[src/rtl/dit_pkg.sv]
// dit_pkg: constants, types and register map of the input terminal decoder
// assumes terminal levels and drive status are already synchronous to clk_sys
package dit_pkg;

	localparam int DIT_AW     = 8;
	localparam int DIT_N_TERM = 8;
	localparam int DIT_FN_W   = 6;
	localparam int DIT_N_FN   = 64;
	localparam int DIT_CFG_W  = 3;
	localparam int DIT_STAT_W = 14;
	localparam int DIT_BYTE_W = 8;

	localparam logic [DIT_AW-1:0] DIT_OFS_FUNC_LO = 8'h00;
	localparam logic [DIT_AW-1:0] DIT_OFS_FUNC_HI = 8'h04;
	localparam logic [DIT_AW-1:0] DIT_OFS_CFG     = 8'h08;
	localparam logic [DIT_AW-1:0] DIT_OFS_STAT    = 8'h0C;

	// config register bit positions
	localparam int DIT_CFG_RAMP_S    = 0; // ramp_method_param: 1 = s curve
	localparam int DIT_CFG_SWING_EN  = 1; // swing_enable_param
	localparam int DIT_CFG_SWING_MAN = 2; // swing_start_mode_param: 1 = manual

	localparam logic [1:0] DIT_RESP_OKAY   = 2'h0;
	localparam logic [1:0] DIT_RESP_SLVERR = 2'h2;

	// terminal function codes, 0 = no function
	localparam logic [DIT_FN_W-1:0] FN_AUX_CLR   = 6'h13;
	localparam logic [DIT_FN_W-1:0] FN_JOG1_F    = 6'h14;
	localparam logic [DIT_FN_W-1:0] FN_JOG1_R    = 6'h15;
	localparam logic [DIT_FN_W-1:0] FN_JOG2_F    = 6'h16;
	localparam logic [DIT_FN_W-1:0] FN_JOG2_R    = 6'h17;
	localparam logic [DIT_FN_W-1:0] FN_JOG_CMD   = 6'h18;
	localparam logic [DIT_FN_W-1:0] FN_JOG_DIR   = 6'h19;
	localparam logic [DIT_FN_W-1:0] FN_RSEL1     = 6'h1A;
	localparam logic [DIT_FN_W-1:0] FN_RSEL2     = 6'h1B;
	localparam logic [DIT_FN_W-1:0] FN_SCURVE    = 6'h1C;
	localparam logic [DIT_FN_W-1:0] FN_RHOLD     = 6'h1D;
	localparam logic [DIT_FN_W-1:0] FN_NORMAL    = 6'h1E;
	localparam logic [DIT_FN_W-1:0] FN_SEQ_CLR   = 6'h1F;
	localparam logic [DIT_FN_W-1:0] FN_PID_PAUSE = 6'h20;
	localparam logic [DIT_FN_W-1:0] FN_PID_INH   = 6'h21;
	localparam logic [DIT_FN_W-1:0] FN_INT_HOLD  = 6'h22;
	localparam logic [DIT_FN_W-1:0] FN_INT_CLR   = 6'h23;
	localparam logic [DIT_FN_W-1:0] FN_SWING     = 6'h24;
	localparam logic [DIT_FN_W-1:0] FN_SWING_RST = 6'h25;
	localparam logic [DIT_FN_W-1:0] FN_DC_BRK    = 6'h26;
	localparam logic [DIT_FN_W-1:0] FN_EXT_NO    = 6'h27;
	localparam logic [DIT_FN_W-1:0] FN_EXT_NC    = 6'h28;
	localparam logic [DIT_FN_W-1:0] FN_FREE_NO   = 6'h29;
	localparam logic [DIT_FN_W-1:0] FN_FREE_NC   = 6'h2A;

	typedef enum logic [2:0] {
		OPM_NORMAL,
		OPM_SEQ,
		OPM_MSPD,
		OPM_PID,
		OPM_JOG
	} dit_opmode_t;

	// status from the rest of the drive
	typedef struct packed {
		logic run_on;        // output running
		logic run_ok;        // run conditions met
		logic decel_stop;    // decelerating towards stop
		logic stopping;      // stop sequence active
		logic motor_stopped; // speed reached zero
		logic stop_cmd;      // stop command present
		logic pid_req;       // process pid selected
		logic mspd_req;      // multi-speed selected
		logic seq_req;       // sequencer selected
	} dit_drive_t;

	// commands to the rest of the drive
	typedef struct packed {
		logic        aux_zero;
		logic        jog_fwd_op;
		logic        jog_rev_op;
		logic        jog2_sel;
		logic [1:0]  ramp_set;
		logic        s_curve;
		logic        ramp_hold;
		dit_opmode_t op_mode;
		logic        seq_mem_clr;
		logic        pid_pause;
		logic        pid_int_hold;
		logic        pid_int_clr;
		logic        wobble_on;
		logic        wobble_clr;
		logic        dc_brake;
		logic        out_cut;
		logic        coast;
		logic        flying_start;
	} dit_cmd_t;

	typedef struct packed {
		logic                                aw_got;
		logic [DIT_AW-1:0]                   aw_addr;
		logic                                w_got;
		logic [31:0]                         wdata;
		logic [3:0]                          wstrb;
		logic                                bvalid;
		logic [1:0]                          bresp;
		logic                                rvalid;
		logic [31:0]                         rdata;
		logic [1:0]                          rresp;
		logic [DIT_N_TERM-1:0][DIT_FN_W-1:0] func;
		logic [DIT_CFG_W-1:0]                cfg;
		logic                                ext_hold;
		dit_cmd_t                            cmd;
	} dit_state_t;

	// all functions unassigned, config zero, outputs idle
	localparam dit_state_t DIT_STATE_RST = '0;

endpackage : dit_pkg

[src/rtl/dit_input_terms.sv]
// dit_input_terms: terminal function decoder with an axi4-lite register slave
// assumes terminals and drive status are synchronous; one cycle of latency
// Operation
// - aux-clear input zeroes auxiliary frequency
// - command/direction jog, command low ignored
// - separate jog-1 inputs disable command/direction
// - two selects choose four ramp sets
// - single select chooses between two sets
// - ramp-shape input active gives s curve
// - terminal ramp shape beats stored method
// - ramp-inhibit holds speed, stop still obeyed
// - ramp-inhibit ignored while decelerating to stop
// - force-normal overrides other frequency sources except jog
// - sequencer-memory reset clears stored state
// - pid pause keeps present frequency
// - pid inhibit falls to lower mode
// - priority jog, pid, multi-speed, sequencer, normal
// - integral hold freezes pid integrator
// - integral clear zeroes pid integrator
// - manual swing input enters wobble
// - swing reset clears wobble state
// - stop-brake dc brakes until motor stops
// - external interrupt cuts output when running
// - interrupt release restarts with flying start
// - freewheel input cuts output, load coasts
//
// Our own choices: the AXI4-Lite interface to the registers and the register addresses.
`timescale 1ns/1ps
module dit_input_terms
	import dit_pkg::*;
#(
	parameter int N_TERM = DIT_N_TERM
) (
	input  wire logic              clk_sys,        // 100 MHz clock
	input  wire logic              rst_n,          // sync reset, active low
	input  wire logic [N_TERM-1:0] term_in,        // terminal levels, 1 = closed
	input  wire dit_drive_t        drv,            // drive status
	output dit_cmd_t               cmd,            // commands to drive
	input  wire logic [DIT_AW-1:0] s_axi_awaddr,   // write address
	input  wire logic              s_axi_awvalid,  // write address valid
	output logic                   s_axi_awready,  // write address ready
	input  wire logic [31:0]       s_axi_wdata,    // write data
	input  wire logic [3:0]        s_axi_wstrb,    // byte strobes
	input  wire logic              s_axi_wvalid,   // write data valid
	output logic                   s_axi_wready,   // write data ready
	output logic [1:0]             s_axi_bresp,    // write response
	output logic                   s_axi_bvalid,   // write response valid
	input  wire logic              s_axi_bready,   // write response ready
	input  wire logic [DIT_AW-1:0] s_axi_araddr,   // read address
	input  wire logic              s_axi_arvalid,  // read address valid
	output logic                   s_axi_arready,  // read address ready
	output logic [31:0]            s_axi_rdata,    // read data
	output logic [1:0]             s_axi_rresp,    // read response
	output logic                   s_axi_rvalid,   // read data valid
	input  wire logic              s_axi_rready    // read data ready
);

	dit_state_t          s_reg;
	dit_state_t          s_next;
	logic [DIT_N_FN-1:0] fa;
	logic [DIT_N_FN-1:0] fasg;
	logic [DIT_N_TERM-1:0][DIT_FN_W-1:0] fcode;
	logic [N_TERM-1:0][DIT_FN_W-1:0]     tcode;

	assign fcode = s_reg.func;

	genvar g;
	generate
		for (g = 0; g < N_TERM; g++) begin : g_code
			// terminals above the register map carry no function
			if (g < DIT_N_TERM) begin : g_map
				assign tcode[g] = fcode[g];
			end else begin : g_none
				assign tcode[g] = '0;
			end
		end
	endgenerate

	dit_term_decode #(
		.N_TERM (N_TERM)
	) u_decode (
		.level    (term_in),
		.code     (tcode),
		.active   (fa),
		.assigned (fasg)
	);

	function automatic logic addr_ok(input logic [DIT_AW-1:0] a);
		return (a == DIT_OFS_FUNC_LO) || (a == DIT_OFS_FUNC_HI)
			|| (a == DIT_OFS_CFG) || (a == DIT_OFS_STAT);
	endfunction : addr_ok

	function automatic logic [31:0] rd_word(input logic [DIT_AW-1:0] a,
		input dit_state_t st);
		logic [31:0] w;
		w = '0;
		case (a)
			DIT_OFS_FUNC_LO: begin
				for (int b = 0; b < 4; b++) begin
					w[DIT_BYTE_W*b +: DIT_FN_W] = st.func[b];
				end
			end
			DIT_OFS_FUNC_HI: begin
				for (int b = 0; b < 4; b++) begin
					w[DIT_BYTE_W*b +: DIT_FN_W] = st.func[b+4];
				end
			end
			DIT_OFS_CFG: w[DIT_CFG_W-1:0] = st.cfg;
			DIT_OFS_STAT: w[DIT_STAT_W-1:0] = {st.ext_hold, st.cmd.jog_rev_op,
				st.cmd.jog_fwd_op, st.cmd.op_mode, st.cmd.ramp_set, st.cmd.s_curve,
				st.cmd.ramp_hold, st.cmd.wobble_on, st.cmd.dc_brake, st.cmd.coast,
				st.cmd.out_cut};
			default: w = '0;
		endcase
		return w;
	endfunction : rd_word

	assign s_axi_awready = !s_reg.aw_got && !s_reg.bvalid;
	assign s_axi_wready  = !s_reg.w_got && !s_reg.bvalid;
	assign s_axi_bvalid  = s_reg.bvalid;
	assign s_axi_bresp   = s_reg.bresp;
	assign s_axi_arready = !s_reg.rvalid;
	assign s_axi_rvalid  = s_reg.rvalid;
	assign s_axi_rdata   = s_reg.rdata;
	assign s_axi_rresp   = s_reg.rresp;
	assign cmd           = s_reg.cmd;

	logic sep_jog;
	logic j1f;
	logic j1r;
	logic jf;
	logic jr;
	logic jog_now;
	logic force_norm;
	logic ext_in;
	logic coast_in;
	logic brk_win;

	always_comb begin
		sep_jog    = fasg[FN_JOG1_F] || fasg[FN_JOG1_R];
		j1f        = sep_jog ? fa[FN_JOG1_F] : (fa[FN_JOG_CMD] && !fa[FN_JOG_DIR]);
		j1r        = sep_jog ? fa[FN_JOG1_R] : (fa[FN_JOG_CMD] && fa[FN_JOG_DIR]);
		jf         = j1f || fa[FN_JOG2_F];
		jr         = j1r || fa[FN_JOG2_R];
		// both directions at once cancel rather than pick a winner
		jog_now    = jf ^ jr;
		force_norm = fa[FN_NORMAL];
		ext_in     = fa[FN_EXT_NO] || fa[FN_EXT_NC];
		coast_in   = fa[FN_FREE_NO] || fa[FN_FREE_NC];
		brk_win    = drv.decel_stop || drv.stopping;
	end

	always_comb begin
		s_next = s_reg;
		if (s_axi_awvalid && s_axi_awready) begin
			s_next.aw_got  = 1'b1;
			s_next.aw_addr = s_axi_awaddr;
		end
		if (s_axi_wvalid && s_axi_wready) begin
			s_next.w_got = 1'b1;
			s_next.wdata = s_axi_wdata;
			s_next.wstrb = s_axi_wstrb;
		end
		if (s_reg.bvalid && s_axi_bready) begin
			s_next.bvalid = 1'b0;
		end
		if (s_reg.aw_got && s_reg.w_got && !s_reg.bvalid) begin
			s_next.aw_got = 1'b0;
			s_next.w_got  = 1'b0;
			s_next.bvalid = 1'b1;
			s_next.bresp  = addr_ok(s_reg.aw_addr) ? DIT_RESP_OKAY : DIT_RESP_SLVERR;
			// each byte lane holds one terminal's function code
			for (int b = 0; b < 4; b++) begin
				if (s_reg.wstrb[b] && s_reg.aw_addr == DIT_OFS_FUNC_LO) begin
					s_next.func[b] = s_reg.wdata[DIT_BYTE_W*b +: DIT_FN_W];
				end
				if (s_reg.wstrb[b] && s_reg.aw_addr == DIT_OFS_FUNC_HI) begin
					s_next.func[b+4] = s_reg.wdata[DIT_BYTE_W*b +: DIT_FN_W];
				end
			end
			if (s_reg.wstrb[0] && s_reg.aw_addr == DIT_OFS_CFG) begin
				s_next.cfg = s_reg.wdata[DIT_CFG_W-1:0];
			end
		end
		if (s_reg.rvalid && s_axi_rready) begin
			s_next.rvalid = 1'b0;
		end
		if (s_axi_arvalid && s_axi_arready) begin
			s_next.rvalid = 1'b1;
			s_next.rdata  = rd_word(s_axi_araddr, s_reg);
			s_next.rresp  = addr_ok(s_axi_araddr) ? DIT_RESP_OKAY : DIT_RESP_SLVERR;
		end

		s_next.cmd.aux_zero   = fa[FN_AUX_CLR];
		s_next.cmd.jog_fwd_op = jog_now && jf;
		s_next.cmd.jog_rev_op = jog_now && jr;
		s_next.cmd.jog2_sel   = jog_now && !(j1f || j1r);

		case ({fasg[FN_RSEL2], fasg[FN_RSEL1]})
			2'b11: s_next.cmd.ramp_set = {fa[FN_RSEL2], fa[FN_RSEL1]};
			2'b10: s_next.cmd.ramp_set = {1'b0, fa[FN_RSEL2]};
			2'b01: s_next.cmd.ramp_set = {1'b0, fa[FN_RSEL1]};
			default: s_next.cmd.ramp_set = 2'b00;
		endcase

		s_next.cmd.s_curve = fasg[FN_SCURVE] ? fa[FN_SCURVE]
			: s_reg.cfg[DIT_CFG_RAMP_S];
		s_next.cmd.ramp_hold = fa[FN_RHOLD] && !drv.stop_cmd
			&& !drv.decel_stop;

		if (jog_now) begin
			s_next.cmd.op_mode = OPM_JOG;
		end else if (force_norm) begin
			s_next.cmd.op_mode = OPM_NORMAL;
		end else if (drv.pid_req && !fa[FN_PID_INH]) begin
			s_next.cmd.op_mode = OPM_PID;
		end else if (drv.mspd_req) begin
			s_next.cmd.op_mode = OPM_MSPD;
		end else if (drv.seq_req) begin
			s_next.cmd.op_mode = OPM_SEQ;
		end else begin
			s_next.cmd.op_mode = OPM_NORMAL;
		end

		s_next.cmd.seq_mem_clr  = fa[FN_SEQ_CLR];
		s_next.cmd.pid_pause    = fa[FN_PID_PAUSE];
		s_next.cmd.pid_int_clr  = fa[FN_INT_CLR];
		// clearing wins over holding so a held integrator can still be zeroed
		s_next.cmd.pid_int_hold = fa[FN_INT_HOLD] && !fa[FN_INT_CLR];

		s_next.cmd.wobble_clr = s_reg.cfg[DIT_CFG_SWING_EN] && fa[FN_SWING_RST];
		if (!s_reg.cfg[DIT_CFG_SWING_EN] || force_norm) begin
			s_next.cmd.wobble_on = 1'b0;
		end else if (s_reg.cfg[DIT_CFG_SWING_MAN]) begin
			s_next.cmd.wobble_on = fa[FN_SWING];
		end else begin
			s_next.cmd.wobble_on = drv.run_on;
		end

		if (fa[FN_DC_BRK] && brk_win && !drv.motor_stopped) begin
			s_next.cmd.dc_brake = 1'b1;
		end else if (drv.motor_stopped || !fa[FN_DC_BRK] || !brk_win) begin
			s_next.cmd.dc_brake = 1'b0;
		end

		s_next.cmd.flying_start = 1'b0;
		if (ext_in && drv.run_on) begin
			s_next.ext_hold = 1'b1;
		end else if (s_reg.ext_hold && !ext_in && drv.run_ok) begin
			s_next.ext_hold         = 1'b0;
			s_next.cmd.flying_start = 1'b1;
		end
		s_next.cmd.coast   = coast_in;
		s_next.cmd.out_cut = s_next.ext_hold || coast_in;
	end

	always_ff @(posedge clk_sys) begin
		if (!rst_n) begin
			s_reg <= DIT_STATE_RST;
		end else begin
			s_reg <= s_next;
		end
	end
endmodule : dit_input_terms

[src/rtl/dit_term_decode.sv]
// dit_term_decode: maps terminal levels onto function-active flags
// assumes one function code per terminal; several terminals may share a code
`timescale 1ns/1ps
module dit_term_decode
	import dit_pkg::*;
#(
	parameter int N_TERM = DIT_N_TERM
) (
	input  wire logic [N_TERM-1:0]               level,    // terminal levels, 1 = closed
	input  wire logic [N_TERM-1:0][DIT_FN_W-1:0] code,     // function per terminal
	output logic      [DIT_N_FN-1:0]             active,   // function active
	output logic      [DIT_N_FN-1:0]             assigned  // function on some terminal
);

	function automatic logic is_nc(input logic [DIT_FN_W-1:0] c);
		return (c == FN_EXT_NC) || (c == FN_FREE_NC);
	endfunction : is_nc

	logic [N_TERM-1:0] eff;

	genvar t, c;
	generate
		for (t = 0; t < N_TERM; t++) begin : g_term
			// open contact means active for normally closed variants
			assign eff[t] = is_nc(code[t]) ? ~level[t] : level[t];
		end
		for (c = 0; c < DIT_N_FN; c++) begin : g_fn
			logic [N_TERM-1:0] hit;
			for (t = 0; t < N_TERM; t++) begin : g_hit
				assign hit[t] = (code[t] == DIT_FN_W'(c));
			end
			assign active[c]   = |(hit & eff);
			assign assigned[c] = |hit;
		end
	endgenerate

endmodule : dit_term_decode

[config.mk]
export PLATFORM = sky130hd
export DESIGN_NAME = dit_input_terms
export DESIGN_NICKNAME = d
export VERILOG_FILES = /design/src/rtl/dit_pkg.sv /design/src/rtl/dit_input_terms.sv /design/src/rtl/dit_term_decode.sv
export SDC_FILE = /design/constraint.sdc
export NUM_CORES = 1
export LEC_CHECK = 0
export BUFFER_PORTS_ARGS = -buffer_cell sky130_fd_sc_hd__buf_2
export CAP_MARGIN = 10
export CORE_ASPECT_RATIO = 1.2
export CORE_UTILIZATION = 25
export CTS_BUF_LIST = sky130_fd_sc_hd__clkbuf_8
export CTS_CLUSTER_SIZE = 30
export DETAILED_ROUTE_END_ITERATION = 12
export REMOVE_ABC_BUFFERS = 1
export SKIP_LAST_GASP = 1
export SLEW_MARGIN = 25
export SYNTH_ARGS = -nofsm -noshare
export SYNTH_HDL_FRONTEND = slang
export SYNTH_SLANG_ARGS = --single-unit
export TNS_END_PERCENT = 30
[constraint.sdc]
create_clock -name clk_sys -period 3.3 [get_ports clk_sys]
set_input_delay 0.33 -clock clk_sys [delete_from_list [all_inputs] [get_ports clk_sys]]
set_output_delay 0.33 -clock clk_sys [all_outputs]
set_load 0.03 [all_outputs]
==> impl_summary.txt <==
----------------------------------------------------
[Logic synthesis]
  Top-area cell type share of the netlist area ... 34.0%
  Area fraction in compound gates after synthesis ... 15.6%
  Dominant combinational cell family by area after synthesis ... simple AND/OR/NAND/NOR gates
  Share of synthesized flip-flops with an asynchronous set or reset ... 0%
  Seq cells post-synth ... 141
  Ranking of synthesized cells by area ... sky130_fd_sc_hd__dfxtp_1, sky130_fd_sc_hd__nand2_1, sky130_fd_sc_hd__mux2i_1, sky130_fd_sc_hd__buf_4, sky130_fd_sc_hd__a21oi_1
  Synth Area in Adders ... 0.301%
  Number of cells produced by synthesis ... 1071
  Count of unique library cells instantiated by Yosys ... 75
  Multiplexer fraction of the synthesized cell area ... 7.48%
  Cell type with the largest total area after synthesis ... sky130_fd_sc_hd__dfxtp_1
  Post-synth EDFFs ... 0
  Post-synthesis sequential area ratio ... 34.0%
  Leading cell type by number of instances after synthesis ... sky130_fd_sc_hd__nand2_1
  Primary FF master, synth ... sky130_fd_sc_hd__dfxtp_1
  Post-synthesis share of cell area spent on xor and xnor gates ... 0%
  Post-Synthesis Cell Area ... 8300 um^2
  Number of synthesis warnings ... 0
  Commonest cells in the synthesized netlist ... sky130_fd_sc_hd__nand2_1, sky130_fd_sc_hd__dfxtp_1, sky130_fd_sc_hd__nor2_1, sky130_fd_sc_hd__a21oi_1, sky130_fd_sc_hd__buf_4
  Simple-Gate Fraction of Synth Area ... 33.2%
  Average size of a mapped cell ... 7.75 um^2

[Placement]
  DP HPWL ... 27400 um
  Last weighted congestion value of the routability-driven placer ... 1.05
  Count of buffers inserted at the top-level ports ... 121
  Dpl cells ... 1536
  Cell area after placement ... 9150 um^2

[Cells and area]
  Layout filler cell count ... 3539
  Multi-input gate area in the final layout ... 4720 um^2
  Non-filler cells in the finished layout ... 1573
  Final standard cell area without fillers ... 9590 um^2
  Area Overhead vs Synth ... 15.5%
  Share of post-route cells with drive strength above 1 ... 20.9%
  Flip-flop count of the largest register, all copies and words added ... 48
  Number of nets in the finished design ... 1230
  Register cell area after layout ... 2820 um^2

[Detailed routing]
  Remaining antenna violation count ... 0
  Initial DRT Pass Iterations ... 6
  Count of vias placed by the detailed router ... 8296
  Detailed-route wire length per cell ... 21.9 um
  Number of remaining DRC errors ... 0
  Wire length reported by the detailed router ... 34500 um
  Violation count after the first detailed-routing iteration ... 632
  Drt via density ... 5.27

[Power]
  Power density over the cells ... 362 nW/um^2
  Max VDD drop ... 237 uV
  Overall power after layout ... 0.00347 W
  Leakage power total ... 3.74 nW

[Timing]
  Transition at the pin with the smallest max-transition slack ... 1.01 ns
  Worst max-slew margin expressed relative to the limit ... 31.6%
  Setup repair after global routing missed its margin ... no
  Max Clock Skew ... 0.0189 ns
  Count of pins over their slew limit ... 0
  Setup violation total in the final timing report ... 0
  Final worst path period share ... 92.8%
  Maximum clock rate ... 327 MHz
  Final total negative setup slack ... 0 ns
  Total count of hold-check failures in the final report ... 0
  Min cycle time layout ... 3.06 ns

[Worst setup path]
  Worst setup path class ... reg -> reg
  Critical path endpoint category ... register
  Crit-path max FO ... 7
  Critical path startpoint category ... register
  Endpoint required time on the critical path ... 3.69 ns
  Data arrival at the endpoint of the critical path ... 3.45 ns

[Hold path]
  Hold Crit Class ... in -> reg

[Die]
  Number of I/O pins ... 138
  Core region area ... 32400 um^2
  Rows ... 72
  X dimension of the die ... 168 um
  Full die area ... 33900 um^2
  Die H ... 202 um
  Initial cell density of the core ... 25.6%

[Run]
  Maximum capacitance violations ... 0

[Global route]
  First-pass GRT wire length ... 50600 um
  Number of antenna violations at the first check in global routing ... 2
  GRT Total Usage ... 20.2%
  Pin count of the biggest net entering global routing ... 71
  Number of global-route vias before repair ... 7955
  Remaining Overflow, GRT ... 0

[Clock tree]
  Master cell of the clock root buffer ... sky130_fd_sc_hd__clkbuf_8
  Number of H-tree branching levels ... 4
  Latest clock arrival within the worst-skew pair ... 0.49 ns
  Max Root-Sink Buffers ... 2
  Number of clock buffers inserted by TritonCTS ... 17
  Post-CTS setup repair buffer count ... 0
  Clock transition at the registers of the reported paths ... 0.09 ns
  Clock tree from TritonCTS ... yes
  TritonCTS sink count ... 141

[Status]
  Run status ... finished clean

----------------------------------------------------
-- worst max-delay path, stage by stage (launching register included) --
cell and delay [ns]:
sky130_fd_sc_hd__dfxtp_1 0.49, sky130_fd_sc_hd__nor3b_1 0.41, sky130_fd_sc_hd__mux2_2 0.45, sky130_fd_sc_hd__a22oi_1 0.23, sky130_fd_sc_hd__nand3_1 0.11, sky130_fd_sc_hd__and3_4 0.20, sky130_fd_sc_hd__a2111oi_2 0.39, sky130_fd_sc_hd__ha_1 0.31
sky130_fd_sc_hd__nor2_1 0.14, sky130_fd_sc_hd__nor4b_1 0.24
-- through the flow --
stage                     setup slack, ns  util (%)  hold slack (ns)
after floorplan                     0.727         -            0.407
after global placement              0.389      28.2            0.437
after detailed placement            0.295      28.2            0.442
after CTS                           0.266      29.5           0.0344
after global routing               0.0808      29.5           0.0623
final                               0.239      29.6           0.0648
-- layer usage --
metal	wire [um]	share of wire [%]	GRT usage [%]
met4	2080	6.0	12.8
met3	1450	4.2	3.38
met1	14400	42	23.9
met2	16600	48	33.9
met5	13	0.038	0
-- power by group --
part           internal (W)  leakage [nW]  switching [W]  total, W
Combinational     0.0000891          2.40       0.000186  0.000275
Sequential          0.00174          1.14      0.0000383   0.00178
Clock              0.000652         0.192       0.000766   0.00142
-- layout by cell type (no fill, tap or decap), types with 6 or more instances in the layout --
master	n
sky130_fd_sc_hd__nand2_1	147
sky130_fd_sc_hd__dfxtp_1	141
sky130_fd_sc_hd__buf_2	121
sky130_fd_sc_hd__nor2_1	102
sky130_fd_sc_hd__a21oi_1	89
sky130_fd_sc_hd__buf_4	58
sky130_fd_sc_hd__mux2i_1	53
sky130_fd_sc_hd__nand3_1	51
sky130_fd_sc_hd__nor3_1	37
sky130_fd_sc_hd__nand2b_1	27
sky130_fd_sc_hd__o21ai_0	24
sky130_fd_sc_hd__a22oi_1	22
sky130_fd_sc_hd__nor2b_1	20
sky130_fd_sc_hd__nor4_1	20
sky130_fd_sc_hd__clkbuf_8	19
sky130_fd_sc_hd__nand3b_1	15
sky130_fd_sc_hd__nor3b_1	13
sky130_fd_sc_hd__inv_1	13
sky130_fd_sc_hd__nand4_1	10
sky130_fd_sc_hd__nand4b_1	9
sky130_fd_sc_hd__a31oi_1	8
sky130_fd_sc_hd__conb_1	8
sky130_fd_sc_hd__nor4b_1	7
sky130_fd_sc_hd__nor4bb_1	7
sky130_fd_sc_hd__o221ai_1	7
sky130_fd_sc_hd__and2_1	7
sky130_fd_sc_hd__and3b_1	6
sky130_fd_sc_hd__o22ai_1	6
sky130_fd_sc_hd__o31ai_1	6
sky130_fd_sc_hd__or3_1	6
-- worst paths after layout --
| kind | startpoint | to | slack (ns) | cells after the start |
|---|---|---|---|---|
| max reg2reg | fcode[11] | cmd[17] | 0.24 | 9 |
| min reg2reg | s_reg[149] | s_reg[149] | 0.45 | 2 |
| min | s_axi_wdata[19] | s_reg[134] | 0.06 | 3 |
| max | fcode[11] | cmd[17] | 0.24 | 9 |
-- logic make-up after synthesis --
| family | Yosys count |
|---|---|
| simple gates | 524 |
| flops | 141 |
| compound gates | 203 |
| fa+ha+maj | 2 |
| other cells | 1 |
| buf+inv | 142 |
| mux | 58 |
-- timing repair --
action / in CTS / in global routing
resized for setup: 0 / 0
hold buffers: 4 / 0
endpoints found under the hold margin: 3 / 0
-- area by class of cell --
cell class / instances / area share, %
Multi-Input combinational cell: 795 / 49.3
Sequential cell: 141 / 29.4
Timing Repair Buffer: 183 / 11.3
Tap cell: 407 / 5.31
Clock buffer: 19 / 2.73
Clock inverter: 13 / 1.36
Inverter: 14 / 0.574
Antenna cell: 1 / 0.0261
Power figures use the tool's default switching activity.
